--- src/design/pgpio_defs.vh ---
// register map, field layout and timing constants for the pin config block
`ifndef PGPIO_DEFS_VH
`define PGPIO_DEFS_VH

// register addresses on the host register port
`define PG_ADDR_CFG6   8'h76
`define PG_ADDR_CFG7   8'h77
`define PG_ADDR_PUE    8'h78
`define PG_ADDR_PDE    8'h79
`define PG_ADDR_PEND   8'hF0

// reset values
`define PG_CFG6_RST    8'h00
`define PG_CFG7_RST    8'h00
`define PG_PUE_RST     8'h00
`define PG_PDE_RST     8'h00
`define PG_PEND_RST    2'h0

// per-pin config fields
`define PG_FLT_HI      7
`define PG_FLT_LO      6
`define PG_IRQ_RISE    5
`define PG_IRQ_FALL    4
`define PG_LVL         3
`define PG_SMP         2
`define PG_DIR         1
`define PG_DRV         0

// field encodings
`define PG_FLT_NONE    2'h0
`define PG_FLT_8MS     2'h1
`define PG_FLT_16MS    2'h2
`define PG_FLT_32MS    2'h3
`define PG_DIR_IN      1'h1
`define PG_DRV_PP      1'h1

// first pin of this block inside the shared pull registers
`define PG_PIN_BASE    6

// timing
`define PG_CLK_HZ      20000000
`define PG_MS_PER_S    1000
`define PG_FLT8_MS     8
`define PG_FLT16_MS    16
`define PG_FLT32_MS    32

`endif

--- src/design/pgpio_filter.v ---
// input debounce filter for one general pin
`default_nettype none
`include "pgpio_defs.vh"

module pgpio_filter #(
  parameter integer CW  = 20,     // counter width
  parameter integer T8  = 160000, // cycles for the 8 ms setting
  parameter integer T16 = 320000, // cycles for the 16 ms setting
  parameter integer T32 = 640000  // cycles for the 32 ms setting
) (
  input  wire       clk_sys_i,
  input  wire       arst_n_i,
  input  wire       ce_i,
  input  wire       level_i,
  input  wire [1:0] sel_i,
  output wire       level_o
);

  // limits held one below the time, the counter starts at zero;
  // worked out at full width, then cut to the counter width
  localparam integer  M8  = T8 - 1;
  localparam integer  M16 = T16 - 1;
  localparam integer  M32 = T32 - 1;
  localparam [CW-1:0] L8  = M8[CW-1:0];
  localparam [CW-1:0] L16 = M16[CW-1:0];
  localparam [CW-1:0] L32 = M32[CW-1:0];

  reg [CW-1:0] cnt_q;   // cycles the new level has held
  reg          lvl_q;   // accepted level
  reg [CW-1:0] lim;     // limit for the selected time

  // pick the limit for the chosen time
  always @* begin
    case (sel_i)
      `PG_FLT_8MS:  lim = L8;
      `PG_FLT_16MS: lim = L16;
      default:      lim = L32;
    endcase
  end

  // level must hold unchanged for the full time, both edges alike
  always @(posedge clk_sys_i or negedge arst_n_i) begin
    if (!arst_n_i) begin
      cnt_q <= {CW{1'h0}};
      lvl_q <= 1'h0;
    end else if (ce_i) begin
      if (sel_i == `PG_FLT_NONE) begin
        // no filtering: follow the pin directly
        lvl_q <= level_i;
        cnt_q <= {CW{1'h0}};
      end else if (level_i == lvl_q) begin
        // bounce back: restart the wait
        cnt_q <= {CW{1'h0}};
      end else if (cnt_q >= lim) begin
        lvl_q <= level_i;
        cnt_q <= {CW{1'h0}};
      end else begin
        cnt_q <= cnt_q + {{(CW-1){1'h0}}, 1'h1};
      end
    end
  end

  assign level_o = lvl_q;

endmodule

`default_nettype wire

--- src/design/pgpio_pin_cfg.v ---
// configuration, drive and event logic for general pins six and seven
//
// Overview of operation
// - input pins debounce both edges, 0/8/16/32 ms
// - output pins ignore the debounce field
// - edge field picks falling, rising or both
// - edge field zero masks all pin events
// - output pins ignore the edge field
// - output drives level bit, open-drain releases high
// - input: writing level 0 sets pull-up
// - input: writing level 1 sets pull-down
// - input pins show sampled level in bit 2
// - sampled-level bit ignores writes while input
// - direction bit: 0 output, 1 input
// - sequencer alternate output driven active-high always
// - alternate input polarity follows direction bit
// - drive bit: 0 open-drain, 1 push-pull
// - input pins ignore the drive bit
// - shared pull-up register enables each pull-up
// - shared pull-down register enables each pull-down
// - alternate enable overrides normal pin use
`default_nettype none
`include "pgpio_defs.vh"

module pgpio_pin_cfg #(
  parameter integer NPIN = 2,   // pins handled here
  parameter integer CW   = 20,  // debounce counter width
  // debounce lengths in cycles, shorten these for simulation
  parameter integer FLT8_CYC  =
    `PG_FLT8_MS * (`PG_CLK_HZ / `PG_MS_PER_S),
  parameter integer FLT16_CYC =
    `PG_FLT16_MS * (`PG_CLK_HZ / `PG_MS_PER_S),
  parameter integer FLT32_CYC =
    `PG_FLT32_MS * (`PG_CLK_HZ / `PG_MS_PER_S)
) (
  input  wire       clk_sys_i,     // system clock, 20 MHz
  input  wire       arst_n_i,      // async reset, active low
  input  wire       ce_i,          // clock enable, freezes all
  input  wire [7:0] reg_addr_i,    // register address
  input  wire       reg_wr_i,      // write strobe
  input  wire       reg_rd_i,      // read strobe
  input  wire [7:0] reg_wdata_i,   // write data
  output wire [7:0] reg_rdata_o,   // read data
  output wire       reg_rvalid_o,  // read data valid pulse
  input  wire [1:0] alt_on_i,      // alternate_function_on, pins 6,7
  input  wire       clk32k_i,      // 32 kHz clock for pin six
  input  wire       seq_out_i,     // sequencer output for pin seven
  input  wire [1:0] pin_i,         // pin levels, pins 6,7
  output wire [1:0] pin_o,         // pin output value
  output wire [1:0] pin_oe_o,      // pin output enable, high drives
  output wire [7:0] pullup_on_o,   // pull-up enables, all pins
  output wire [7:0] pulldown_on_o, // pull-down enables, all pins
  output wire [1:0] edge_pend_o,   // sticky edge pending flags
  output wire       alt_in6_o      // pin six alternate input, active
);

  // register state
  // both config bytes sit in one vector, indexed by pin
  reg  [15:0] cfg_q;      // both config registers, 8 bits each
  reg  [15:0] cfg_d;      // next config
  reg  [7:0]  pue_q;      // pull-up enables
  reg  [7:0]  pue_d;
  reg  [7:0]  pde_q;      // pull-down enables
  reg  [7:0]  pde_d;
  reg  [1:0]  pend_q;     // pending edge flags
  reg  [1:0]  pend_d;
  reg  [7:0]  rdata_q;    // read data
  reg  [7:0]  rdata_d;
  reg         rvalid_q;   // read answer pulse

  // pin side state
  // everything here but alt6_q is per pin, bit 0 for pin six
  wire [1:0]  flt_lvl;    // debounced levels
  reg  [1:0]  prev_q;     // debounced level one cycle back
  reg  [1:0]  in_mode;    // pin is a plain input
  reg  [1:0]  hit;        // qualifying edge this cycle
  reg  [1:0]  po_q;       // pin output value
  reg  [1:0]  po_d;
  reg  [1:0]  poe_q;      // pin output enable
  reg  [1:0]  poe_d;
  reg         alt6_q;     // qualified alternate input
  reg         alt6_d;

  // loop indices, one per combinational process so that no
  // variable is written from two processes
  integer i;              // mode decode loop
  integer j;              // edge qualification loop
  integer k;              // register write loop
  integer m;              // pin drive loop

  // config byte of pin n
  function [7:0] cfg_of;
    input [15:0] c;
    input integer n;
    begin
      cfg_of = c[n*8 +: 8];
    end
  endfunction

  // register address of pin n
  // pin index 0 is pin six, index 1 is pin seven
  function [7:0] cfg_addr;
    input integer n;
    begin
      if (n == 0) begin
        cfg_addr = `PG_ADDR_CFG6;
      end else begin
        cfg_addr = `PG_ADDR_CFG7;
      end
    end
  endfunction

  // plain input: alternate off and direction set to input
  function is_input;
    input [7:0] c;
    input       alt;
    begin
      is_input = ~alt & (c[`PG_DIR] == `PG_DIR_IN);
    end
  endfunction

  // config byte as read back: input pins show the filtered pad
  // level in the sampled bit instead of the stored one
  function [7:0] cfg_view;
    input [7:0] c;        // stored config byte
    input       inp;      // pin is a plain input
    input       lvl;      // filtered pad level
    begin
      cfg_view = c;
      if (inp) begin
        cfg_view[`PG_SMP] = lvl;
      end
    end
  endfunction

  // mode of each pin, used by filter, events, writes and reads
  // alternate use counts as neither input nor plain output
  // the mode is decoded once here and shared, so all users agree
  always @* begin
    for (i = 0; i < NPIN; i = i + 1) begin
      in_mode[i] = is_input(cfg_of(cfg_q, i), alt_on_i[i]);
    end
  end

  // one debounce filter per pin
  // counts run on the system clock, so the cycle parameters
  // must follow any change of clock rate
  genvar g;
  generate
    for (g = 0; g < NPIN; g = g + 1) begin : g_pin
      wire [1:0] sel;
      // output pins run unfiltered, the field is not used
      assign sel = in_mode[g] ?
        cfg_q[g*8+`PG_FLT_LO +: 2] : `PG_FLT_NONE;
      pgpio_filter #(
        .CW  (CW),
        .T8  (FLT8_CYC),
        .T16 (FLT16_CYC),
        .T32 (FLT32_CYC)
      ) u_flt (
        .clk_sys_i (clk_sys_i),
        .arst_n_i  (arst_n_i),
        .ce_i      (ce_i),
        .level_i   (pin_i[g]),
        .sel_i     (sel),
        .level_o   (flt_lvl[g])
      );
    end
  endgenerate

  // edge qualification after the filter; the filtered level is
  // compared with its value one cycle back, so with a debounce time set
  // a bouncing pad never reaches the pending flags
  always @* begin
    for (j = 0; j < NPIN; j = j + 1) begin
      // field 00 selects neither edge, so nothing fires
      // output and alternate pins are masked by the mode
      hit[j] = in_mode[j] & (
        (flt_lvl[j] & ~prev_q[j] & cfg_q[j*8+`PG_IRQ_RISE]) |
        (~flt_lvl[j] & prev_q[j] & cfg_q[j*8+`PG_IRQ_FALL]));
    end
  end

  // pending flags: a new edge wins over a clear in the same cycle,
  // so software never loses an event by clearing too late; the
  // cost is that a flag may read set again right after a clear
  always @* begin
    pend_d = pend_q;
    if (reg_wr_i && reg_addr_i == `PG_ADDR_PEND) begin
      pend_d = pend_q & ~reg_wdata_i[1:0];
    end
    pend_d = pend_d | hit;
  end

  // register writes and their side effects
  // the pull side effect looks at the mode before the write, so a
  // write that turns a pin into an input leaves the pulls alone;
  // a later write of the level bit is needed for that
  always @* begin
    cfg_d = cfg_q;
    pue_d = pue_q;
    pde_d = pde_q;
    if (reg_wr_i) begin
      // shared pull registers written whole
      if (reg_addr_i == `PG_ADDR_PUE) begin
        pue_d = reg_wdata_i;
      end
      if (reg_addr_i == `PG_ADDR_PDE) begin
        pde_d = reg_wdata_i;
      end
      for (k = 0; k < NPIN; k = k + 1) begin
        if (reg_addr_i == cfg_addr(k)) begin
          // whole byte first, then the input-only exceptions
          cfg_d[k*8 +: 8] = reg_wdata_i;
          if (in_mode[k]) begin
            // sampled bit keeps its stored value while input
            cfg_d[k*8+`PG_SMP] = cfg_q[k*8+`PG_SMP];
            // level bit picks which pull to switch on
            if (reg_wdata_i[`PG_LVL]) begin
              pde_d[`PG_PIN_BASE+k] = 1'h1;
            end else begin
              pue_d[`PG_PIN_BASE+k] = 1'h1;
            end
          end
        end
      end
    end
  end

  // read mux, unmapped addresses read as zero
  // output and alternate pins show the stored sampled bit, which
  // a write made while the pin was an input could not change
  always @* begin
    rdata_d = 8'h00;
    case (reg_addr_i)
      `PG_ADDR_CFG6: begin
        rdata_d = cfg_view(cfg_of(cfg_q, 0), in_mode[0], flt_lvl[0]);
      end
      `PG_ADDR_CFG7: begin
        rdata_d = cfg_view(cfg_of(cfg_q, 1), in_mode[1], flt_lvl[1]);
      end
      `PG_ADDR_PUE: begin
        rdata_d = pue_q;
      end
      `PG_ADDR_PDE: begin
        rdata_d = pde_q;
      end
      `PG_ADDR_PEND: begin
        rdata_d = {6'h00, pend_q};
      end
      default: begin
        rdata_d = 8'h00;
      end
    endcase
  end

  // pin drive, alternate use takes priority over the config
  // the drive is registered, so a config change reaches the pad
  // one cycle after the write and the pad never sees a glitch
  always @* begin
    for (m = 0; m < NPIN; m = m + 1) begin
      if (alt_on_i[m]) begin
        // alternate outputs always drive push-pull, active high
        poe_d[m] = 1'h1;
        if (m == 0) begin
          po_d[m] = clk32k_i;
        end else begin
          po_d[m] = seq_out_i;
        end
      end else if (in_mode[m]) begin
        // input: drive bit and level bit play no part
        poe_d[m] = 1'h0;
        po_d[m]  = 1'h0;
      end else if (cfg_q[m*8+`PG_DRV] == `PG_DRV_PP) begin
        // push-pull follows the level bit
        poe_d[m] = 1'h1;
        po_d[m]  = cfg_q[m*8+`PG_LVL];
      end else begin
        // open-drain: only ever pulls low, high is released
        poe_d[m] = ~cfg_q[m*8+`PG_LVL];
        po_d[m]  = 1'h0;
      end
    end
  end

  // pin six as alternate input: direction picks polarity
  // it reads the unfiltered pad, since alternate use bypasses the
  // debounce; a slow alternate source must be clean on the board
  always @* begin
    alt6_d = 1'h0;
    if (alt_on_i[0]) begin
      // direction 0 means the signal is active low
      alt6_d = cfg_q[`PG_DIR] ? flt_lvl[0] : ~flt_lvl[0];
    end
  end

  // all state, frozen while the clock enable is low
  // reset leaves both pins as open-drain outputs pulling low,
  // with every pull off and no event pending, so a pad held high
  // by the board gives no false edge once it becomes an input
  always @(posedge clk_sys_i or negedge arst_n_i) begin
    if (!arst_n_i) begin
      cfg_q    <= {`PG_CFG7_RST, `PG_CFG6_RST};
      pue_q    <= `PG_PUE_RST;
      pde_q    <= `PG_PDE_RST;
      pend_q   <= `PG_PEND_RST;
      prev_q   <= 2'h0;
      rdata_q  <= 8'h00;
      rvalid_q <= 1'h0;
      po_q     <= 2'h0;
      poe_q    <= 2'h0;
      alt6_q   <= 1'h0;
    end else if (ce_i) begin
      cfg_q    <= cfg_d;
      pue_q    <= pue_d;
      pde_q    <= pde_d;
      pend_q   <= pend_d;
      prev_q   <= flt_lvl;
      rvalid_q <= reg_rd_i;
      po_q     <= po_d;
      poe_q    <= poe_d;
      alt6_q   <= alt6_d;
      // read data only changes on a read, so it holds for the host
      if (reg_rd_i) begin
        rdata_q <= rdata_d;
      end
    end
  end

  // outputs, all from flip-flops
  // pull enables of pins zero to five pass through untouched
  assign reg_rdata_o   = rdata_q;
  assign reg_rvalid_o  = rvalid_q;
  assign pin_o         = po_q;
  assign pin_oe_o      = poe_q;
  assign pullup_on_o   = pue_q;
  assign pulldown_on_o = pde_q;
  assign edge_pend_o   = pend_q;
  assign alt_in6_o     = alt6_q;

endmodule

`default_nettype wire

--- config.mk ---
export PLATFORM = sky130hd
export DESIGN_NAME = pgpio_pin_cfg
export DESIGN_NICKNAME = d
export VERILOG_FILES = /design/src/design/pgpio_filter.v /design/src/design/pgpio_pin_cfg.v
export VERILOG_INCLUDE_DIRS = /design/src /design/src/design
export SDC_FILE = /design/constraint.sdc
export NUM_CORES = 1
export LEC_CHECK = 0
export ABC_CLOCK_PERIOD_IN_PS = 3300
export BUFFER_PORTS_ARGS = -buffer_cell sky130_fd_sc_hd__buf_2
export CAP_MARGIN = 40
export CORE_MARGIN = 2
export CORE_UTILIZATION = 54
export DETAILED_ROUTE_END_ITERATION = 12
export PLACE_DENSITY = 0.77
export SLEW_MARGIN = 25
export SYNTH_ARGS = -nofsm -noshare
export SYNTH_HDL_FRONTEND = slang
export SYNTH_HIERARCHICAL = 1
export SYNTH_SLANG_ARGS = --single-unit
--- constraint.sdc ---
create_clock -name clk_sys_i -period 3.3 [get_ports clk_sys_i]
set_clock_uncertainty 0.15 [all_clocks]
set_input_delay 0.165 -clock clk_sys_i [delete_from_list [all_inputs] [get_ports clk_sys_i]]
set_output_delay 0.165 -clock clk_sys_i [all_outputs]
set_load 0.02 [all_outputs]
==> qor.yml <==
global_route:
  grt_pass1_vias: 4858
  grt_antenna_before_repair: 0
  grt_pass1_wl_mm: 23.8
  grt_max_degree: 67
  grt_usage: 0.264
  overflow: 0
synth:
  synth-seq-cells: 92
  synth_cells: 554
  synth_async_sr_flop_share: 1.00
  synth_area_per_cell_sq_um: 10.1
  synth.yosys.warnings: 6
  syn_nets: 605
  synth_edf_count: 0
  syn_area_sq_um: 5610
  synth-main-ff-cell: "dfrtp_1"
  seq_area_frac_synth: 0.410
  ys_types: 53
placement:
  io_buffers: 58
  dp_hpwl_mm: 9.78
  placed_area_sq_um: 5970
  place.gp.congestion: 0.872
floorplan:
  ios: 59
  die_h_microns: 106
  dieArea_sq_um: 11200
  rows: 37
  die_w_microns: 106
  coreArea_sq_um: 10200
  start_util: 0.549
worst_setup_path:
  r2r_setup_slack_ns: 0.16
  path_cells: "nor2b_4, and2_1, inv_1, ha_4, inv_1, ha_1, a21o_2, a32o_1, a2111oi_4, buf_4, buf_12, a31oi_1, a31oi_1"
  cp-start-kind: "flip-flop"
  r2r_start: "cfg_q[1]"
  critPathCaptureType: "flip-flop"
  regToRegEndpoint: "g_pin[0].u_flt/cnt_q[10]"
  cp.required_ns: 3.44
  path_max_fanout: 15
  crit_type: "reg -> reg"
  max_stage_delay_ns: 0.37
  slowest_stage: "dfrtp_1"
  reg2reg_depth: 13
  critical_path_arrival_ns: 3.28
sta:
  min_period_ns: 3.14
  post-route-period-util: 0.950
  slew_violations: 0
  relSlewSlack: 0.503
  hold_viol_final: 0
  worstMarginPinSlew_ns: 0.740
  fmax_mhz: 319
  timing.hold.ws_ns: 0.0144
  setup_tns_ns: 0
  setup_viol: 0
hold_path:
  hp-class: "in -> reg"
  holdPathStages: 3
  whs_endpoint: "reg_rdata_o[0]"
  hold_start: "reg_addr_i[5]"
routing:
  wirelength_mm: 14.9
  vias: 4895
  antenna_left: 0
  dr.pass1.iters: 5
  drc: 0
  avgViaCountPerCell: 6.37
  wl_per_cell_microns: 19.4
  drt_iter0_markers: 363
clocking:
  clock_path_buffers: 2
  clkLatencyLatePin_ns: 0.38
  clockRootBuffer: "clkbuf_8"
  cts.sinks: 92
  cts_buffers: 9
  h-tree-depth: 3
  cts_tree: "built"
  clk_pin_slew_ns: 0.10
finish:
  fin_nets: 679
  diodes: 0
  drive_gt1_frac: 0.243
  fin_area_sq_um: 6510
  area_delta_synth_final_pct: 16.0
  final_core_util: 0.636
outcome:
  outcome: "finished, final reports clean"
power_and_ir_drop:
  power.density_nw_per_um2: 346
  total_power_w: 0.00225
  leakage_nw: 2.88
  ir_drop_uv: 254
run:
  maxCapViolCount: 0
synthesized netlist by cell type, types with 3 or more instances:
cell type,instances,area (sq um)
dfrtp_1,92,2300
a31oi_1,50,313
nand3_1,43,215
nand2_1,36,135
mux2_2,31,349
inv_1,28,105
mux2i_1,25,250
ha_1,24,300
nor2_1,21,78.8
o21ai_0,18,90.1
a21oi_1,13,65.1
nand4_1,12,75.1
nor4_1,12,75.1
buf_6,11,124
and2_1,10,62.6
clkbuf_1,9,33.8
nor3_1,9,45.0
o22ai_1,7,43.8
a32o_1,6,60.1
and3_1,6,37.5
and4_1,6,52.6
buf_4,6,45.0
nand3b_1,6,45.0
xor2_1,6,52.6
a22o_1,5,43.8
xnor2_1,5,43.8
and4_2,4,40.0
buf_2,4,20.0
o211ai_1,4,30.0
o2bb2ai_1,4,35.0
nor4_4,3,63.8
o31ai_1,3,22.5
or4_1,3,22.5
registers in the layout, indices dropped and copies added, names as in the netlist:
| signal | cells |
|---|---|
| reg_rvalid_o | 1 |
| prev_q | 2 |
| cfg_q | 16 |
| g_pin.u_flt/level_o | 2 |
| reg_rdata_o | 8 |
| edge_pend_o | 2 |
| pulldown_on_o | 8 |
| pin_oe_o | 2 |
| g_pin.u_flt/cnt_q | 40 |
| pullup_on_o | 8 |
| pin_o | 2 |
| alt_in6_o | 1 |
cell type report:
| cell class | count | area [sq um] |
|---|---|---|
| clock inverter | 6 | 96.3 |
| sequential | 92 | 2300 |
| inverter | 28 | 105 |
| fill | 790 | 3720 |
| tap | 136 | 170 |
| timing repair buffer | 94 | 681 |
| multi-input combinational | 403 | 3020 |
| clock buffer | 10 | 138 |
placed cells by master (no fill, tap or decap), types with 9 or more instances in the layout:
cell type / netlist / layout
nor2_1: 21 / 21
a31oi_1: 50 / 50
ha_1: 24 / 22
nand3_1: 43 / 43
dfrtp_1: 92 / 92
nand2_1: 36 / 36
inv_1: 28 / 28
nand4_1: 12 / 12
clkbuf_8: 0 / 10
nor4_1: 12 / 12
mux2i_1: 25 / 25
o21ai_0: 18 / 16
mux2_2: 31 / 31
a21oi_1: 13 / 13
buf_4: 6 / 14
buf_2: 4 / 57
nor3_1: 9 / 9
dlygate4sd3_1: 0 / 18
repair_timing:
item,in CTS,in global routing
hold buffers,18,0
hold endpoints to repair,99,0
buffers inserted,0,2
gates resized for setup,0,11
setup endpoints to repair,0,39
per-layer routing:
layer	track usage	routed length, microns	vias up
li1	-	-	2236
met1	0.330	6010	2414
met2	0.459	7710	216
met3	0.0441	941	29
met4	0.102	291	0
met5	0	0	-
report_power, final:
group	total (W)	switching (W)	leakage [nW]	internal [W]
clock	0.000892	0.000437	0.115	0.000455
sequential	0.00117	0.0000208	1.25	0.00115
combinational	0.000193	0.000119	1.52	0.0000738
critical path, delay by kind of cell (launching register included):
kind / cells / cell delay, ns
fa+ha+maj: 2 / 0.59
simple gates: 2 / 0.32
flops: 1 / 0.37
compound gates: 5 / 1.11
buf+inv: 4 / 0.50
worst max-delay path by stage:
| stage | to | slack [ns] | cells past startpoint | start |
|---|---|---|---|---|
| 2_1_floorplan | g_pin[0].u_flt/cnt_q[19] | 0.1 | 13 | cfg_q[1] |
| 3_3_place_gp | g_pin[1].u_flt/cnt_q[16] | 0.22 | 12 | cfg_q[9] |
| 3_5_place_dp | g_pin[1].u_flt/cnt_q[2] | 0.09 | 12 | cfg_q[9] |
| 4_1_cts | g_pin[1].u_flt/cnt_q[2] | 0.05 | 12 | cfg_q[9] |
| 5_1_grt | g_pin[0].u_flt/cnt_q[10] | -0.005 | 13 | cfg_q[1] |
| 6_report | g_pin[0].u_flt/cnt_q[10] | 0.16 | 13 | cfg_q[1] |
metrics by stage:
step,std cells,worst slack (ns)
after floorplan,554,0.100
after global placement,730,0.218
after detailed placement,730,0.0887
after CTS,764,0.0548
after global routing,769,-0.00462
final,769,0.164
cells by family after synthesis:
group	Yosys count	synth area share
DFF	92	0.410
AOI/OAI and AO/OA	124	0.155
and+or+nand+nor	188	0.199
adders and majority gates	24	0.0535
muxes	56	0.107
xor gates and xnor gates	11	0.0172
buffers and inverters	59	0.0591
Power figures use the tool's default switching activity.
